==> src/hdl/usi_pkg.sv <==
// Constants for the USB device status and interrupt register block
package usi_pkg;

  // ----------------------------------------------------------------
  // Register offsets
  // ----------------------------------------------------------------
  localparam int          ADDR_W        = 4;
  localparam logic [3:0]  OFS_MAIN      = 4'h0;
  localparam logic [3:0]  OFS_SRC_EN    = 4'h2;
  localparam logic [3:0]  OFS_IRQ_EN    = 4'h4;
  localparam logic [3:0]  OFS_CLK_CTRL  = 4'h6;
  localparam logic [3:0]  OFS_PIPE_CTRL = 4'h8;

  // ----------------------------------------------------------------
  // Main status register fields
  // ----------------------------------------------------------------
  localparam int BIT_VBUS_CHG   = 15;
  localparam int BIT_RESUME     = 14;
  localparam int BIT_DEV_CHG    = 12;
  localparam int BIT_CTRL_CHG   = 11;
  localparam int BIT_EMPTY_SUM  = 10;
  localparam int BIT_NRDY_SUM   = 9;
  localparam int BIT_RDY_SUM    = 8;
  localparam int BIT_VBUS_LVL   = 7;
  localparam int DEV_STATE_LSB  = 4;
  localparam int BIT_SETUP_RCV  = 3;
  localparam int CTRL_STAGE_LSB = 0;

  // ----------------------------------------------------------------
  // Source enable register fields
  // ----------------------------------------------------------------
  localparam int SRC_EN_RESET   = 0;
  localparam int SRC_EN_ADDR    = 1;
  localparam int SRC_EN_CONFIG  = 2;
  localparam int SRC_EN_SUSPEND = 3;
  localparam int SRC_EN_WSTS    = 4;
  localparam int SRC_EN_RSTS    = 5;
  localparam int SRC_EN_DONE    = 6;
  localparam int SRC_EN_SEQERR  = 7;

  // ----------------------------------------------------------------
  // Reset values
  // ----------------------------------------------------------------
  localparam logic [7:0]  SRC_EN_RST    = 8'hFF;
  localparam logic [15:0] IRQ_EN_RST    = 16'h0000;
  localparam logic        CLK_SUPPLY_RST = 1'b1;
  localparam logic [1:0]  HSHAKE_RST    = 2'h0;

  // ----------------------------------------------------------------
  // Bus line states
  // ----------------------------------------------------------------
  localparam logic [1:0]  LINE_SE0      = 2'h0;
  localparam logic [1:0]  LINE_J        = 2'h1;
  localparam logic [1:0]  LINE_K        = 2'h2;

  // ----------------------------------------------------------------
  // Timing
  // ----------------------------------------------------------------
  localparam int CLK_PERIOD_NS     = 20;
  localparam int CLEAR_SPACING_NS  = 100;
  localparam int CLEAR_SPACING_CYC = (CLEAR_SPACING_NS + CLK_PERIOD_NS - 1) / CLK_PERIOD_NS;

  // ----------------------------------------------------------------
  // Encodings
  // ----------------------------------------------------------------
  typedef enum logic [2:0] {
    USI_DEV_POWERED    = 3'b000,
    USI_DEV_DEFAULT    = 3'b001,
    USI_DEV_ADDRESS    = 3'b010,
    USI_DEV_CONFIGURED = 3'b011,
    USI_DEV_SUSPENDED  = 3'b100
  } usi_dev_state_e;

  typedef enum logic [2:0] {
    USI_CS_IDLE     = 3'b000,
    USI_CS_RD_DATA  = 3'b001,
    USI_CS_RD_STS   = 3'b010,
    USI_CS_WR_DATA  = 3'b011,
    USI_CS_WR_STS   = 3'b100,
    USI_CS_ND_STS   = 3'b101,
    USI_CS_SEQ_ERR  = 3'b110,
    USI_CS_RESERVED = 3'b111
  } usi_ctrl_stage_e;

endpackage

==> src/hdl/usi_status.sv <==
// USB device main event status register with device state and control stage tracking
// Overview of operation
// - VBUS edge either way sets bit 15
// - Zero clears; clock stopped needs zero then one
// - J to K or SE0 while suspended sets 14
// - Four enabled device-state sources set bit 12
// - Zero clears 12/11/3 only with clock running
// - Five stage sources set 11, four maskable
// - Bit 10 is OR of empty/overflow flags
// - Bit 9 is OR of not-ready flags
// - Bit 8 is OR of ready flags
// - Bit 7 live VBUS; change sets bit 15
// - Reset gives Powered, bus reset gives Default
// - SET_ADDRESS: nonzero Address, zero Default
// - SET_CONFIGURATION: nonzero Configured, zero Address
// - Suspend detection moves state to Suspended
// - Setup packet received sets bit 3, no interrupt
// - Handshake field writes ignored while bit 3 set
// - Bits 2..0 report current control stage
// - One write may clear 12 and 11 together
// - Stage codes 000..110, 111 reserved
//
// The plain strobed port and the register addresses were decided locally.
`timescale 1ns/1ns
module usi_status
  import usi_pkg::*;
#(
  parameter int NUM_PIPES = 6
)
(
  // Clock and reset
  input  wire logic                  clk_i,
  input  wire logic                  rstn_i,
  input  wire logic                  sw_reset_i,
  // Register port
  input  wire logic [ADDR_W-1:0]     addr_i,
  input  wire logic [15:0]           wdata_i,
  input  wire logic                  we_i,
  input  wire logic                  re_i,
  output logic      [15:0]           rdata_o,
  // Bus line pins
  input  wire logic                  vbus_i,
  input  wire logic [1:0]            line_state_i,
  // Protocol engine events
  input  wire logic                  usb_reset_det_i,
  input  wire logic                  set_address_exec_i,
  input  wire logic                  address_nonzero_i,
  input  wire logic                  set_config_exec_i,
  input  wire logic                  config_nonzero_i,
  input  wire logic                  suspend_det_i,
  input  wire logic                  setup_done_i,
  input  wire logic [2:0]            ctrl_stage_i,
  // Per-pipe flags
  input  wire logic [NUM_PIPES-1:0]  pipe_empty_overflow_flags_i,
  input  wire logic                  ctrl_pipe_empty_overflow_flag_i,
  input  wire logic [NUM_PIPES-1:0]  pipe_not_ready_flags_i,
  input  wire logic                  ctrl_pipe_not_ready_flag_i,
  input  wire logic [NUM_PIPES-1:0]  pipe_ready_flags_i,
  input  wire logic                  ctrl_pipe_ready_flag_i,
  // Block outputs
  output logic [1:0]                 response_handshake_field_o,
  output logic                       internal_clock_supply_bit_o,
  output logic [2:0]                 device_state_field_o,
  output logic                       irq_o
);

  // ----------------------------------------------------------------
  // Pin synchronisers
  // ----------------------------------------------------------------
  logic [2:0] vbus_sync;
  logic [1:0] line_s1, line_s2, line_s3;
  logic [1:0] line_stable, next_line_stable;
  logic       vbus_stable, next_vbus_stable, vbus_edge, resume_event;

  always_comb
  begin
    next_vbus_stable = vbus_stable;
    next_line_stable = line_stable;
    vbus_edge        = 1'b0;
    resume_event     = 1'b0;
    if ((vbus_sync[1] == vbus_sync[2]) && (vbus_sync[2] != vbus_stable))
    begin
      next_vbus_stable = vbus_sync[2];
      vbus_edge        = 1'b1;
    end
    if ((line_s2 == line_s3) && (line_s3 != line_stable))
    begin
      next_line_stable = line_s3;
      if ((line_stable == LINE_J) && ((line_s3 == LINE_K) || (line_s3 == LINE_SE0))
          && device_state_field_o[2])
        resume_event = 1'b1;
    end
  end

  always_ff @(posedge clk_i or negedge rstn_i)
  begin
    if (!rstn_i)
    begin
      vbus_sync   <= 3'h0;
      line_s1     <= LINE_J;
      line_s2     <= LINE_J;
      line_s3     <= LINE_J;
      vbus_stable <= 1'b0;
      line_stable <= LINE_J;
    end
    else
    begin
      vbus_sync   <= {vbus_sync[1:0], vbus_i};
      line_s1     <= line_state_i;
      line_s2     <= line_s1;
      line_s3     <= line_s2;
      vbus_stable <= next_vbus_stable;
      line_stable <= next_line_stable;
    end
  end

  // ----------------------------------------------------------------
  // Control registers
  // ----------------------------------------------------------------
  logic [7:0]  src_en, next_src_en;
  logic [15:0] irq_en, next_irq_en;
  logic [1:0]  hshake, next_hshake;
  logic        clk_supply, next_clk_supply, setup_rcv;

  always_comb
  begin
    next_src_en     = src_en;
    next_irq_en     = irq_en;
    next_clk_supply = clk_supply;
    next_hshake     = hshake;
    if (we_i)
    begin
      unique case (addr_i)
        OFS_SRC_EN:   next_src_en = wdata_i[7:0];
        OFS_IRQ_EN:   next_irq_en = wdata_i;
        OFS_CLK_CTRL: next_clk_supply = wdata_i[0];
        OFS_PIPE_CTRL:
        begin
          if (!setup_rcv)
            next_hshake = wdata_i[1:0];
        end
        default: ;
      endcase
    end
  end

  always_ff @(posedge clk_i or negedge rstn_i)
  begin
    if (!rstn_i)
    begin
      src_en     <= SRC_EN_RST;
      irq_en     <= IRQ_EN_RST;
      clk_supply <= CLK_SUPPLY_RST;
      hshake     <= HSHAKE_RST;
    end
    else
    begin
      src_en     <= sw_reset_i ? SRC_EN_RST : next_src_en;
      irq_en     <= sw_reset_i ? IRQ_EN_RST : next_irq_en;
      clk_supply <= sw_reset_i ? CLK_SUPPLY_RST : next_clk_supply;
      hshake     <= sw_reset_i ? HSHAKE_RST : next_hshake;
    end
  end

  assign response_handshake_field_o  = hshake;
  assign internal_clock_supply_bit_o = clk_supply;

  // ----------------------------------------------------------------
  // Device state and control stage tracking
  // ----------------------------------------------------------------
  usi_dev_state_e dev_state, saved_state, next_dev_state, next_saved_state;
  logic [2:0]     ctrl_stage, next_ctrl_stage;
  logic           dev_event, stage_event;

  always_comb
  begin
    next_dev_state   = dev_state;
    next_saved_state = saved_state;
    dev_event        = 1'b0;
    if (usb_reset_det_i)
    begin
      next_dev_state = USI_DEV_DEFAULT;
      dev_event      = src_en[SRC_EN_RESET];
    end
    else if (suspend_det_i && (dev_state != USI_DEV_SUSPENDED))
    begin
      next_saved_state = dev_state;
      next_dev_state   = USI_DEV_SUSPENDED;
      dev_event        = src_en[SRC_EN_SUSPEND];
    end
    else if (resume_event)
      next_dev_state = saved_state;
    else if (set_address_exec_i)
    begin
      next_dev_state = address_nonzero_i ? USI_DEV_ADDRESS : USI_DEV_DEFAULT;
      dev_event      = src_en[SRC_EN_ADDR];
    end
    else if (set_config_exec_i)
    begin
      next_dev_state = config_nonzero_i ? USI_DEV_CONFIGURED : USI_DEV_ADDRESS;
      dev_event      = src_en[SRC_EN_CONFIG];
    end
  end

  // Stage transitions of the control transfer raise the stage-change sources
  always_comb
  begin
    next_ctrl_stage = ctrl_stage_i;
    stage_event     = 1'b0;
    if (setup_done_i)
      stage_event = 1'b1;
    if (ctrl_stage_i != ctrl_stage)
    begin
      unique case (ctrl_stage_i)
        USI_CS_WR_STS,
        USI_CS_ND_STS:  stage_event = stage_event | src_en[SRC_EN_WSTS];
        USI_CS_RD_STS:  stage_event = stage_event | src_en[SRC_EN_RSTS];
        USI_CS_SEQ_ERR: stage_event = stage_event | src_en[SRC_EN_SEQERR];
        USI_CS_IDLE:
        begin
          if ((ctrl_stage == USI_CS_RD_STS) || (ctrl_stage == USI_CS_WR_STS)
              || (ctrl_stage == USI_CS_ND_STS))
            stage_event = stage_event | src_en[SRC_EN_DONE];
        end
        USI_CS_RESERVED: next_ctrl_stage = ctrl_stage;
        default: ;
      endcase
    end
  end

  always_ff @(posedge clk_i or negedge rstn_i)
  begin
    if (!rstn_i)
    begin
      dev_state   <= USI_DEV_POWERED;
      saved_state <= USI_DEV_POWERED;
      ctrl_stage  <= USI_CS_IDLE;
    end
    else
    begin
      dev_state   <= sw_reset_i ? USI_DEV_POWERED : next_dev_state;
      saved_state <= sw_reset_i ? USI_DEV_POWERED : next_saved_state;
      ctrl_stage  <= sw_reset_i ? USI_CS_IDLE : next_ctrl_stage;
    end
  end

  assign device_state_field_o = dev_state;

  // ----------------------------------------------------------------
  // Event flags
  // ----------------------------------------------------------------
  logic vbus_chg, resume, dev_chg, ctrl_chg, vbus_arm, resume_arm, main_wr;
  logic next_vbus_chg, next_resume, next_dev_chg, next_ctrl_chg;
  logic next_setup_rcv, next_vbus_arm, next_resume_arm;

  assign main_wr = we_i && (addr_i == OFS_MAIN);

  // Set always wins over a clear arriving in the same cycle
  always_comb
  begin
    next_vbus_chg   = vbus_chg;
    next_resume     = resume;
    next_dev_chg    = dev_chg;
    next_ctrl_chg   = ctrl_chg;
    next_setup_rcv  = setup_rcv;
    next_vbus_arm   = vbus_arm;
    next_resume_arm = resume_arm;
    if (main_wr)
    begin
      if (clk_supply)
      begin
        next_vbus_arm   = 1'b0;
        next_resume_arm = 1'b0;
        if (!wdata_i[BIT_VBUS_CHG])
          next_vbus_chg = 1'b0;
        if (!wdata_i[BIT_RESUME])
          next_resume = 1'b0;
        if (!wdata_i[BIT_DEV_CHG])
          next_dev_chg = 1'b0;
        if (!wdata_i[BIT_CTRL_CHG])
          next_ctrl_chg = 1'b0;
        if (!wdata_i[BIT_SETUP_RCV])
          next_setup_rcv = 1'b0;
      end
      else
      begin
        // Clock stopped: a zero only arms, the following one completes the clear
        if (!wdata_i[BIT_VBUS_CHG])
          next_vbus_arm = 1'b1;
        else if (vbus_arm)
        begin
          next_vbus_chg = 1'b0;
          next_vbus_arm = 1'b0;
        end
        if (!wdata_i[BIT_RESUME])
          next_resume_arm = 1'b1;
        else if (resume_arm)
        begin
          next_resume     = 1'b0;
          next_resume_arm = 1'b0;
        end
      end
    end
    if (vbus_edge)
      next_vbus_chg = 1'b1;
    if (resume_event)
      next_resume = 1'b1;
    if (dev_event)
      next_dev_chg = 1'b1;
    if (stage_event)
      next_ctrl_chg = 1'b1;
    if (setup_done_i)
      next_setup_rcv = 1'b1;
  end

  always_ff @(posedge clk_i or negedge rstn_i)
  begin
    if (!rstn_i)
    begin
      vbus_chg   <= 1'b0;
      resume     <= 1'b0;
      dev_chg    <= 1'b0;
      ctrl_chg   <= 1'b0;
      setup_rcv  <= 1'b0;
      vbus_arm   <= 1'b0;
      resume_arm <= 1'b0;
    end
    else
    begin
      vbus_chg   <= next_vbus_chg & ~sw_reset_i;
      resume     <= next_resume & ~sw_reset_i;
      dev_chg    <= next_dev_chg & ~sw_reset_i;
      ctrl_chg   <= next_ctrl_chg & ~sw_reset_i;
      setup_rcv  <= next_setup_rcv & ~sw_reset_i;
      vbus_arm   <= next_vbus_arm & ~sw_reset_i;
      resume_arm <= next_resume_arm & ~sw_reset_i;
    end
  end

  // ----------------------------------------------------------------
  // Status word, read port and interrupt
  // ----------------------------------------------------------------
  logic [15:0] status_word, next_rdata;
  logic        next_irq;

  always_comb
  begin
    status_word                              = 16'h0000;
    status_word[BIT_VBUS_CHG]                = vbus_chg;
    status_word[BIT_RESUME]                  = resume;
    status_word[BIT_DEV_CHG]                 = dev_chg;
    status_word[BIT_CTRL_CHG]                = ctrl_chg;
    status_word[BIT_EMPTY_SUM]               = (|pipe_empty_overflow_flags_i)
                                               | ctrl_pipe_empty_overflow_flag_i;
    status_word[BIT_NRDY_SUM]                = (|pipe_not_ready_flags_i)
                                               | ctrl_pipe_not_ready_flag_i;
    status_word[BIT_RDY_SUM]                 = (|pipe_ready_flags_i) | ctrl_pipe_ready_flag_i;
    status_word[BIT_VBUS_LVL]                = vbus_i;
    status_word[DEV_STATE_LSB +: 3]          = dev_state;
    status_word[BIT_SETUP_RCV]               = setup_rcv;
    status_word[CTRL_STAGE_LSB +: 3]         = ctrl_stage;
  end

  always_comb
  begin
    next_rdata = 16'h0000;
    if (re_i)
    begin
      unique case (addr_i)
        OFS_MAIN:     next_rdata = status_word;
        OFS_SRC_EN:   next_rdata = {8'h00, src_en};
        OFS_IRQ_EN:   next_rdata = irq_en;
        OFS_CLK_CTRL: next_rdata = {15'h0000, clk_supply};
        OFS_PIPE_CTRL: next_rdata = {14'h0000, hshake};
        default:      next_rdata = 16'h0000;
      endcase
    end
    next_irq = |(status_word[15:8] & irq_en[15:8]);
  end

  always_ff @(posedge clk_i or negedge rstn_i)
  begin
    if (!rstn_i)
    begin
      rdata_o <= 16'h0000;
      irq_o   <= 1'b0;
    end
    else
    begin
      rdata_o <= sw_reset_i ? 16'h0000 : next_rdata;
      irq_o   <= next_irq & ~sw_reset_i;
    end
  end

endmodule

==> config.mk <==
export PLATFORM = sky130hd
export DESIGN_NAME = usi_status
export DESIGN_NICKNAME = d
export VERILOG_FILES = /design/src/hdl/usi_pkg.sv /design/src/hdl/usi_status.sv
export SDC_FILE = /design/constraint.sdc
export NUM_CORES = 1
export LEC_CHECK = 0
export BUFFER_PORTS_ARGS = -buffer_cell sky130_fd_sc_hd__buf_2
export CELL_PAD_IN_SITES_DETAIL_PLACEMENT = 1
export CELL_PAD_IN_SITES_GLOBAL_PLACEMENT = 1
export CORE_ASPECT_RATIO = 0.75
export CORE_MARGIN = 3
export CORE_UTILIZATION = 43
export CTS_CLUSTER_DIAMETER = 100
export DETAILED_ROUTE_END_ITERATION = 12
export PLACE_DENSITY_LB_ADDON = 0.2
export SLEW_MARGIN = 30
export SYNTH_ARGS = -nofsm -noshare
export SYNTH_HDL_FRONTEND = slang
export SYNTH_SLANG_ARGS = --single-unit
==> constraint.sdc <==
create_clock -name clk_i -period 2.9 [get_ports clk_i]
set_clock_uncertainty 0.05 [all_clocks]
set_input_delay 0.435 -clock clk_i [delete_from_list [all_inputs] [get_ports clk_i]]
set_output_delay 0.435 -clock clk_i [all_outputs]
set_load 0.02 [all_outputs]
==> flow_summary.ini, run 1 <==
[routing]
wl_met3_um = 615
postRouteAntennaNets = 0
wl_met1_mm = 4.076
top_layer = met4
drc = 0
dr_wl_met2_mm = 4.486
drtIter0Drc = 244
vias = 2735
first_pass_iters = 5
viasPerCell = 5.639
drt-total-wl_mm = 9.251
wl_per_cell_um = 19.07

[floorplanning]
start_util_pct = 45.36
rows = 26
io_pins = 82
core_sq_um = 6962
die_height_um = 80.22
die_w_um = 105.0
die_area_sq_um = 8419

[clock_network]
cts_buffer_depth = 2
path_clk_slew_ps = 80
holdBufCountCts = 0
cts-htree-levels = 3
clk_latency_ps = 350
cts_tree = yes
clock-sinks = 72
cts-resized-gates = 0
post-cts-setup-buffers = 0
root_buffer = clkbuf_8
cts_made_buffers = 9

[cells_and_area]
drive_gt1_share_pct = 31.78
syn_to_final_growth_pct = 23.57
final_cell_mix = buf_2 (81), dfrtp_1 (59), nand2_1 (37)
antennaDiodeCount = 0
seqCellArea_sq_um = 1818
multi_input_area_sq_um = 1247
mostFrequentLayoutCell = buf_2
fillers = 817
fin_nets = 441

[worst_setup_path]
cpMaxStageDelayCell = dfrtp_1
worstPathMaxFanout = 7
crit_family = compound AO/OA/AOI/OAI gates
ff2ff_path_depth = 5
worst_ep_arrival_time_ps = 2160
critical_path_depth = 5
worstPathCellList = inv_1 -> o31ai_2 -> nor2_1 -> a221oi_2 -> o32ai_1
critPathRequiredTime_ps = 3070
crit_buf_inv = 1
crit_path_max_incr_delay_ps = 530
critPathLaunchType = flop
path_class = flop to flop
end_kind = flop

[grt]
grt_max_degree = 73
grt_pass1_wl_mm = 15.04
overflow = 0
grt_usage_pct = 23.39
antenna_found_initial = 0
grt_pass1_vias = 2791

[place]
port_buffers = 81
gp_congestion = 0.8339
hpwl_mm = 6.701
place_ws_ps = 868.3

[logic_synthesis]
ys_warn_count = 0
syn_avg_cell_area_sq_um = 10.60
ys_ff_latch = 72
synth_edf_count = 0
syn-cell-area_sq_um = 3158
synth_cells = 298
synthArstFlopShare_pct = 100.0
synthFlopType = dfrtp_1
ys_seq_area_share_pct = 57.57
synthDistinctLibCells = 46
synth_nets = 357

[power]
switching_share_pct = 24.03
power.internal_w = 0.001682
ir_drop_uv = 366.6
p_sw_w = 0.0005319
power_density_nw_per_um2 = 567.2
clockPowerShare_pct = 42.7
pwr-share-comb_pct = 9.0
p_seq_share_pct = 48.3
leakagePower_nw = 1.860

[job]
maxCapViolCount = 0

[worst_hold_path]
hp-class = input pin to asynchronous set/reset pin

[sta]
timing.hold.ws_ps = 123.2
relSlewSlack_pct = 43.89
rsz0062_at_grt = false
setup_ws_ps = 902.0
final_hold_viol_count = 0
layout_min_cycle_time_ps = 1998
finalSetupTns_ps = 0
setup_viol_count_final = 0
drv_slew = 0
fin_crit_sh_pct = 68.90
worst_slew_pin_slew_ps = 839.3
clock.fmax_mhz = 500.5

[run_status]
outcome = complete, no violations
Yosys cell counts, types with 2 or more instances:
cell | number | area (sq um)
and2_1 | 2 | 12.51
and3_1 | 2 | 12.51
nor4_1 | 3 | 18.77
dfrtp_1 | 59 | 1476
nand2b_1 | 4 | 25.02
o21ai_0 | 12 | 60.06
a22oi_1 | 12 | 90.09
nor2_1 | 32 | 120.1
inv_1 | 9 | 33.78
a21oi_1 | 16 | 80.08
nand3_1 | 13 | 65.06
dfstp_2 | 13 | 341.6
clkbuf_1 | 7 | 26.28
a22o_1 | 17 | 148.9
nor3_1 | 7 | 35.03
nand2_1 | 37 | 138.9
a222oi_1 | 6 | 60.06
o211a_1 | 2 | 20.02
xnor2_1 | 5 | 43.79
mux2i_1 | 5 | 50.05
a31oi_1 | 4 | 25.02
mux2_2 | 2 | 22.52
nor3b_1 | 2 | 15.01
buf_2 | 4 | 20.02
o32ai_1 | 2 | 17.52
per-layer routing:
metal / vias to the layer above / global-route usage [%]
li1: 1246 / -
met1: 1383 / 31.61
met2: 96 / 37.32
met3: 10 / 7.470
met4: 0 / 4.718
met5: - / 0
worst reg2reg max path, delay by kind of cell (launching register included):
family,cells,cell delay (ps)
buf+inv,1,120
compound gates,3,950
flops,1,530
simple gates,1,220
per-stage QoR:
step | power (W) | cells | instance area, sq um | utilization [%]
final | 0.002213 | 485 | 3902 | 56.06
after CTS | 0.002232 | 485 | 3899 | 56.00
after global routing | 0.002311 | 485 | 3902 | 56.06
after global placement | 0.001278 | 469 | 3665 | 52.64
after detailed placement | 0.001286 | 469 | 3665 | 52.64
after floorplan | 0.001171 | 298 | 3158 | -
kinds of logic (layout without fill, tap and decap cells):
kind of cell | count (synthesis) | after routing | synth area share (%)
XOR/XNOR | 5 | 5 | 1.387
multiplexers | 7 | 7 | 2.298
buffers and inverters | 22 | 111 | 2.932
adder cells (fa/ha/maj) | 1 | 1 | 0.3170
flip-flops | 72 | 72 | 57.57
AO/OA/AOI/OAI | 80 | 80 | 18.66
AND/OR/NAND/NOR | 111 | 111 | 16.84
power by group through the flow:
stage               clock, W  sequential (W)  combinational [W]
floorplan                  0         0.00108          0.0000900
global placement           0         0.00109           0.000192
detailed placement         0         0.00109           0.000198
CTS                 0.000962         0.00107           0.000200
global route         0.00102         0.00107           0.000220
finish              0.000945         0.00107           0.000199
area by class of cell:
class	count	share of cell area, %
well taps	98	3.142
clock inverters	7	2.821
flip-flops and latches	72	46.59
multi-input cells	204	31.97
clock buffers	9	3.174
repair buffers	86	11.45
inverters	9	0.8657
registers in the layout, summed over array words and instances, names as in the netlist:
| register | cells |
|---|---|
| ctrl_chg | 1 |
| ctrl_stage | 3 |
| dev_chg | 1 |
| device_state_field_o | 3 |
| internal_clock_supply_bit_o | 1 |
| irq_en | 16 |
| irq_o | 1 |
| line_s1 | 2 |
| line_s2 | 2 |
| line_s3 | 2 |
| line_stable | 2 |
| rdata_o | 16 |
| response_handshake_field_o | 2 |
| resume | 1 |
| resume_arm | 1 |
| saved_state | 3 |
| setup_rcv | 1 |
| src_en | 8 |
| vbus_arm | 1 |
| vbus_chg | 1 |
| vbus_stable | 1 |
| vbus_sync | 3 |
final timing paths:
check	slack [ps]	to	from
worst min register to register	310	line_s2[0]	line_s1[0]
min in group clk_i	130	line_s1[0]	line_state_i[0]
worst max-delay path	900	dev_chg	device_state_field_o[2]
max in group asynchronous	2210	irq_en[0]	rstn_i
worst max register to register	900	dev_chg	device_state_field_o[2]
worst min-delay path	120	line_stable[1]	rstn_i
(Power assumes the default switching activity.)
==> run 2: changes to the inputs <==
--- a/config.mk
+++ b/config.mk
@@ -5,12 +5,13 @@
 export SDC_FILE = /design/constraint.sdc
 export NUM_CORES = 1
 export LEC_CHECK = 0
+export ABC_AREA = 1
 export BUFFER_PORTS_ARGS = -buffer_cell sky130_fd_sc_hd__buf_2
 export CELL_PAD_IN_SITES_DETAIL_PLACEMENT = 1
 export CELL_PAD_IN_SITES_GLOBAL_PLACEMENT = 1
 export CORE_ASPECT_RATIO = 0.75
 export CORE_MARGIN = 3
-export CORE_UTILIZATION = 43
+export CORE_UTILIZATION = 35
 export CTS_CLUSTER_DIAMETER = 100
 export DETAILED_ROUTE_END_ITERATION = 12
 export PLACE_DENSITY_LB_ADDON = 0.2
==> constraint.sdc (replaced) <==
create_clock -name clk_i -period 1.75 [get_ports clk_i]
set_clock_uncertainty 0.05 [all_clocks]
set_input_delay 0.2625 -clock clk_i [delete_from_list [all_inputs] [get_ports clk_i]]
set_output_delay 0.2625 -clock clk_i [all_outputs]
set_load 0.02 [all_outputs]
==> flow_summary.ini, run 2 <==
[worst_hold_path]
hp-class = input pin to flop
min_path_cells = 3

[cells_and_area]
final_cell_mix = buf_2 (81), inv_1 (74), nand2_1 (66)
utilization_pct = 47.21
fin_nets = 559
drive_gt1_share_pct = 26.34
mostFrequentLayoutCell = buf_2
syn_to_final_growth_pct = 28.56
antennaDiodeCount = 0
reg_top3 = irq_en: 16 flops, rdata_o: 16 flops, src_en: 8 flops

[power]
ir_drop_uv = 630.9
leakagePower_nw = 2.256
power_density_nw_per_um2 = 1017

[routing]
drtIter0Drc = 164
viasPerCell = 4.866
vias = 3080
postRouteAntennaNets = 0
drc = 0
wl_per_cell_um = 16.39
drt-total-wl_mm = 10.38
first_pass_iters = 4

[logic_synthesis]
ys_ff_latch = 72
synthFlopType = dfrtp_1
synth.area.top_cells = dfrtp_1 (43%), dfstp_2 (10%), inv_1 (8.2%), nand2_1 (7.3%), o21ai_0 (7.2%)
synth_edf_count = 0
ys_seq_area_share_pct = 53.40
synth_top_cell_area_share_pct = 43.37
syn-cell-area_sq_um = 3405
synthArstFlopShare_pct = 100.0
yosys-top-cells-count = inv_1 (74), nand2_1 (66), dfrtp_1 (59)
ys_warn_count = 0
synthDistinctLibCells = 31
synth_cells = 403
synth_nets = 462
syn_avg_cell_area_sq_um = 8.448
yosysMostFrequentCell = inv_1
yosys.area.top_type = dfrtp_1

[worst_setup_path]
reg2reg_slack_ps = 230
critPathLaunchType = flop
critPathRequiredTime_ps = 1960
path_class = flop to flop
critical_path.endpoint = device_state_field_o[0]
worstPathMaxFanout = 7
worst_ep_arrival_time_ps = 1730
cp-startpoint = line_s3[0]
end_kind = flop
ff2ff_path_depth = 8
worstReg2RegEnd = device_state_field_o[0]
r2r-start = line_s3[0]

[sta]
drv_slew = 0
final_hold_viol_count = 0
relSlewSlack_pct = 65.21
clock.fmax_mhz = 658.9
rsz0062_at_grt = false
finalSetupTns_ps = 0
setup_viol_count_final = 0
layout_min_cycle_time_ps = 1518
fin_crit_sh_pct = 86.72
worst_slew_pin_slew_ps = 521.8

[place]
gp_congestion = 0.8211
port_buffers = 81
hpwl_mm = 7.803

[grt]
grt_usage_pct = 20.05
grt_max_degree = 31
overflow = 0
grt_pass1_wl_mm = 17.06
antenna_found_initial = 0
grt_pass1_vias = 3279

[floorplanning]
die_w_um = 119.9
rows = 30
die_area_sq_um = 10960
die_height_um = 91.42
core_sq_um = 9271
start_util_pct = 36.72
io_pins = 82

[job]
maxCapViolCount = 0

[clock_network]
cts-htree-levels = 3
path_clk_slew_ps = 60
clk_latency_ps = 330
cts_buffer_depth = 2
cts_made_buffers = 9
clock-sinks = 72
root_buffer = clkbuf_16
cts_tree = yes

[run_status]
outcome = complete, no violations
[run 2: repair_timing]
item / in CTS / in global routing
setup endpoints to repair: 0 / 3
gates resized for setup: 0 / 1
hold endpoints to repair: 22 / 0
hold buffers: 4 / 0
buffers inserted: 0 / 0
[run 2: logic make-up after synthesis]
group                     synth area share, %
AOI/OAI and AO/OA                       15.99
xor gates and xnor gates               0.7719
buffers and inverters                   10.73
DFF                                     53.40
muxes                                  0.3307
and+or+nand+nor                         18.78
[run 2: cell type report]
type / instances / area [sq um]
clock inverters: 6 / 107.6
well taps: 128 / 160.2
flip-flops and latches: 72 / 1818
fillers: 1129 / 4895
multi-input cells: 246 / 1226
repair buffers: 95 / 545.5
inverters: 76 / 290.3
clock buffers: 10 / 229.0
[run 2: layer usage]
| layer | wire, um | vias up | part of all wire, % | global-route usage (%) |
|---|---|---|---|---|
| met5 | 0 | - | 0 | 0 |
| met4 | 85 | 0 | 0.82 | 5.052 |
| met3 | 538 | 7 | 5.2 | 5.729 |
| met2 | 4762 | 71 | 46 | 30.87 |
| met1 | 4991 | 1509 | 48 | 27.87 |
| li1 | - | 1493 | - | - |
[run 2: stage by stage]
stage	worst slack [ps]	hold WS, ps	instances	cell area, sq um	power, W
after floorplan	383.6	-83.09	403	3405	0.002141
after global placement	183.1	222.4	613	3995	0.002359
after detailed placement	101.8	224.3	613	3995	0.002383
after CTS	94.04	113.7	633	4372	0.004497
after global routing	87.91	150.9	633	4377	0.004651
final	232.3	119.8	633	4377	0.004452
[run 2: worst min-delay path by stage]
stage,from,end,slack [ps]
4_1_cts,wdata_i[9],irq_en[9],110
2_1_floorplan,rstn_i,ctrl_chg,-80
3_5_place_dp,rstn_i,irq_en[5],220
3_3_place_gp,rstn_i,irq_en[5],220
5_1_grt,wdata_i[3],src_en[3],150
6_report,wdata_i[13],irq_en[13],120
[run 2: power by group]
| group | switching [W] | internal [W] |
|---|---|---|
| Clock | 0.000703 | 0.00139 |
| Sequential | 0.0000692 | 0.00179 |
| Combinational | 0.000319 | 0.000182 |
| Total | 0.00109 | 0.00336 |
[run 2: critical path, stage by stage, from the launching register on]
cell     delay [ps]
dfstp_2         540
inv_1            70
nand2_1          60
nand2_1          90
nand3_2         170
nand3_1         180
nand2_1         110
inv_1            40
a21oi_1         130
==> run 3: changes to the inputs <==
--- a/config.mk
+++ b/config.mk
@@ -9,7 +9,7 @@
 export BUFFER_PORTS_ARGS = -buffer_cell sky130_fd_sc_hd__buf_2
 export CELL_PAD_IN_SITES_DETAIL_PLACEMENT = 1
 export CELL_PAD_IN_SITES_GLOBAL_PLACEMENT = 1
-export CORE_ASPECT_RATIO = 0.75
+export CORE_ASPECT_RATIO = 0.5
 export CORE_MARGIN = 3
 export CORE_UTILIZATION = 35
 export CTS_CLUSTER_DIAMETER = 100
==> flow_summary.ini, run 3 (same netlist as run 2, synthesis figures left out) <==
[clock_network]
path_clk_slew_ps = 50
clock-sinks = 72
post-cts-setup-buffers = 0
clk_latency_ps = 340
root_buffer = clkbuf_16
cts-resized-gates = 0
cts_made_buffers = 9
cts_buffer_depth = 2
cts_tree = yes
cts-htree-levels = 3

[grt]
grt_pass1_wl_mm = 15.94
grt_usage_pct = 18.76
grt_use_met3_pct = 5.407
grtUsageMet2_pct = 31.25
use_met1_pct = 24.32
grt_pass1_vias = 3165
busiest_layer = met2
antenna_found_initial = 0
grt_max_degree = 60
overflow = 0

[cells_and_area]
reg_top3 = irq_en: 16 flops, rdata_o: 16 flops, src_en: 8 flops
drive_gt1_share_pct = 25.99
syn_to_final_growth_pct = 26.39
mostFrequentLayoutCell = buf_2
antennaDiodeCount = 0
postLayoutCellArea_sq_um = 4303
final_cell_mix = buf_2 (81), inv_1 (74), nand2_1 (66)
fin_nets = 558
utilization_pct = 47.45

[sta]
setup_viol_count_final = 0
rsz0062_at_grt = false
fin_crit_sh_pct = 88.24
finalSetupTns_ps = 0
worst_slew_pin_slew_ps = 354.1
drv_slew = 0
final_hold_viol_count = 0
clock.fmax_mhz = 647.6
relSlewSlack_pct = 76.30
layout_min_cycle_time_ps = 1544

[job]
maxCapViolCount = 0

[worst_setup_path]
crit_path_max_incr_delay_ps = 520
worstReg2RegEnd = device_state_field_o[0]
r2r-start = line_s3[0]
worstPathMaxFanout = 7
path_class = flop to flop
cpMostUsedCell = nand2_1
end_kind = flop
ff2ff_path_depth = 8
cpMaxStageDelayCell = dfstp_2
worst_ep_arrival_time_ps = 1760
crit_buf_inv = 2
worstPathCellList = inv_1 -> nand2_1 -> nand2_1 -> nand3_1 -> nand3_1 -> nand2_1 -> inv_1 -> a21oi_1
reg2reg_slack_ps = 210
crit_family = simple AND/OR/NAND/NOR gates
critPathLaunchType = flop
critPathRequiredTime_ps = 1970

[worst_hold_path]
min_path_cells = 3
hp-class = input pin to flop
min_to = irq_en[9]
min_from = wdata_i[9]

[power]
leakagePower_nw = 2.230
ir_drop_uv = 515.6
power_density_nw_per_um2 = 951.0

[routing]
drc = 0
wl_per_cell_um = 15.30
drtIter0Drc = 114
vias = 3048
drt-total-wl_mm = 9.703
viasPerCell = 4.808
postRouteAntennaNets = 0
first_pass_iters = 4

[place]
hpwl_mm = 7.268
placed_area_sq_um = 3978
gp_congestion = 0.7759
port_buffers = 81

[floorplanning]
start_util_pct = 37.54
rows = 24
die_w_um = 145.5
core_sq_um = 9069
die_area_sq_um = 11020
io_pins = 82
die_height_um = 75.74

[run_status]
outcome = complete, no violations
## run 3: per-stage QoR
| step | hold WS, ps | std cells | worst slack [ps] | power (W) |
|---|---|---|---|---|
| floorplan | -83.09 | 403 | 383.6 | 0.002141 |
| global placement | 144.8 | 614 | 261.7 | 0.002351 |
| detailed placement | 145.8 | 614 | 204.7 | 0.002368 |
| CTS | 119.4 | 634 | 196.8 | 0.004149 |
| global route | 134.5 | 634 | 0.1823 | 0.004303 |
| finish | 125.4 | 634 | 205.8 | 0.004092 |
## run 3: where the power goes
group | internal [W] | switching [W]
registers | 0.00179 | 0.0000685
logic | 0.000177 | 0.000303
clock network | 0.00107 | 0.000683
## run 3: per-layer routing
layer | routed length [um] | share of wire, %
met4 | 101 | 1.0
met5 | 0 | 0
met3 | 556 | 5.7
met1 | 4579 | 47
met2 | 4466 | 46
## run 3: cell type report
| class | instances | area (sq um) |
|---|---|---|
| clock buffer | 13 | 270.3 |
| sequential | 72 | 1818 |
| timing repair buffer | 94 | 525.5 |
| inverter | 76 | 290.3 |
| clock inverter | 3 | 15.01 |
| tap | 130 | 162.7 |
| fill | 1144 | 4766 |
| multi-input combinational | 246 | 1221 |
## run 3: how the worst max path moves through the flow
stage                     depth (start not counted)            from  slack (ps)                      end
after global routing                              6  line_stable[0]         0.2  device_state_field_o[1]
after CTS                                         8      line_s3[0]         200  device_state_field_o[0]
after floorplan                                   8      line_s3[0]         380  device_state_field_o[0]
after detailed placement                          8      line_s3[0]         200  device_state_field_o[0]
final                                             8      line_s3[0]         210  device_state_field_o[0]
after global placement                            8      line_s3[0]         260  device_state_field_o[0]
## run 3: worst min-delay path, stage by stage
cell and delay [ps]:
buf_2 80, nand3_1 60, o21ai_0 60
## run 3: repair_timing
| item | CTS | global route |
|---|---|---|
| hold buffers | 4 | 0 |
| endpoints found under the hold margin | 13 | 0 |
| endpoints found under the setup margin | 0 | 0 |
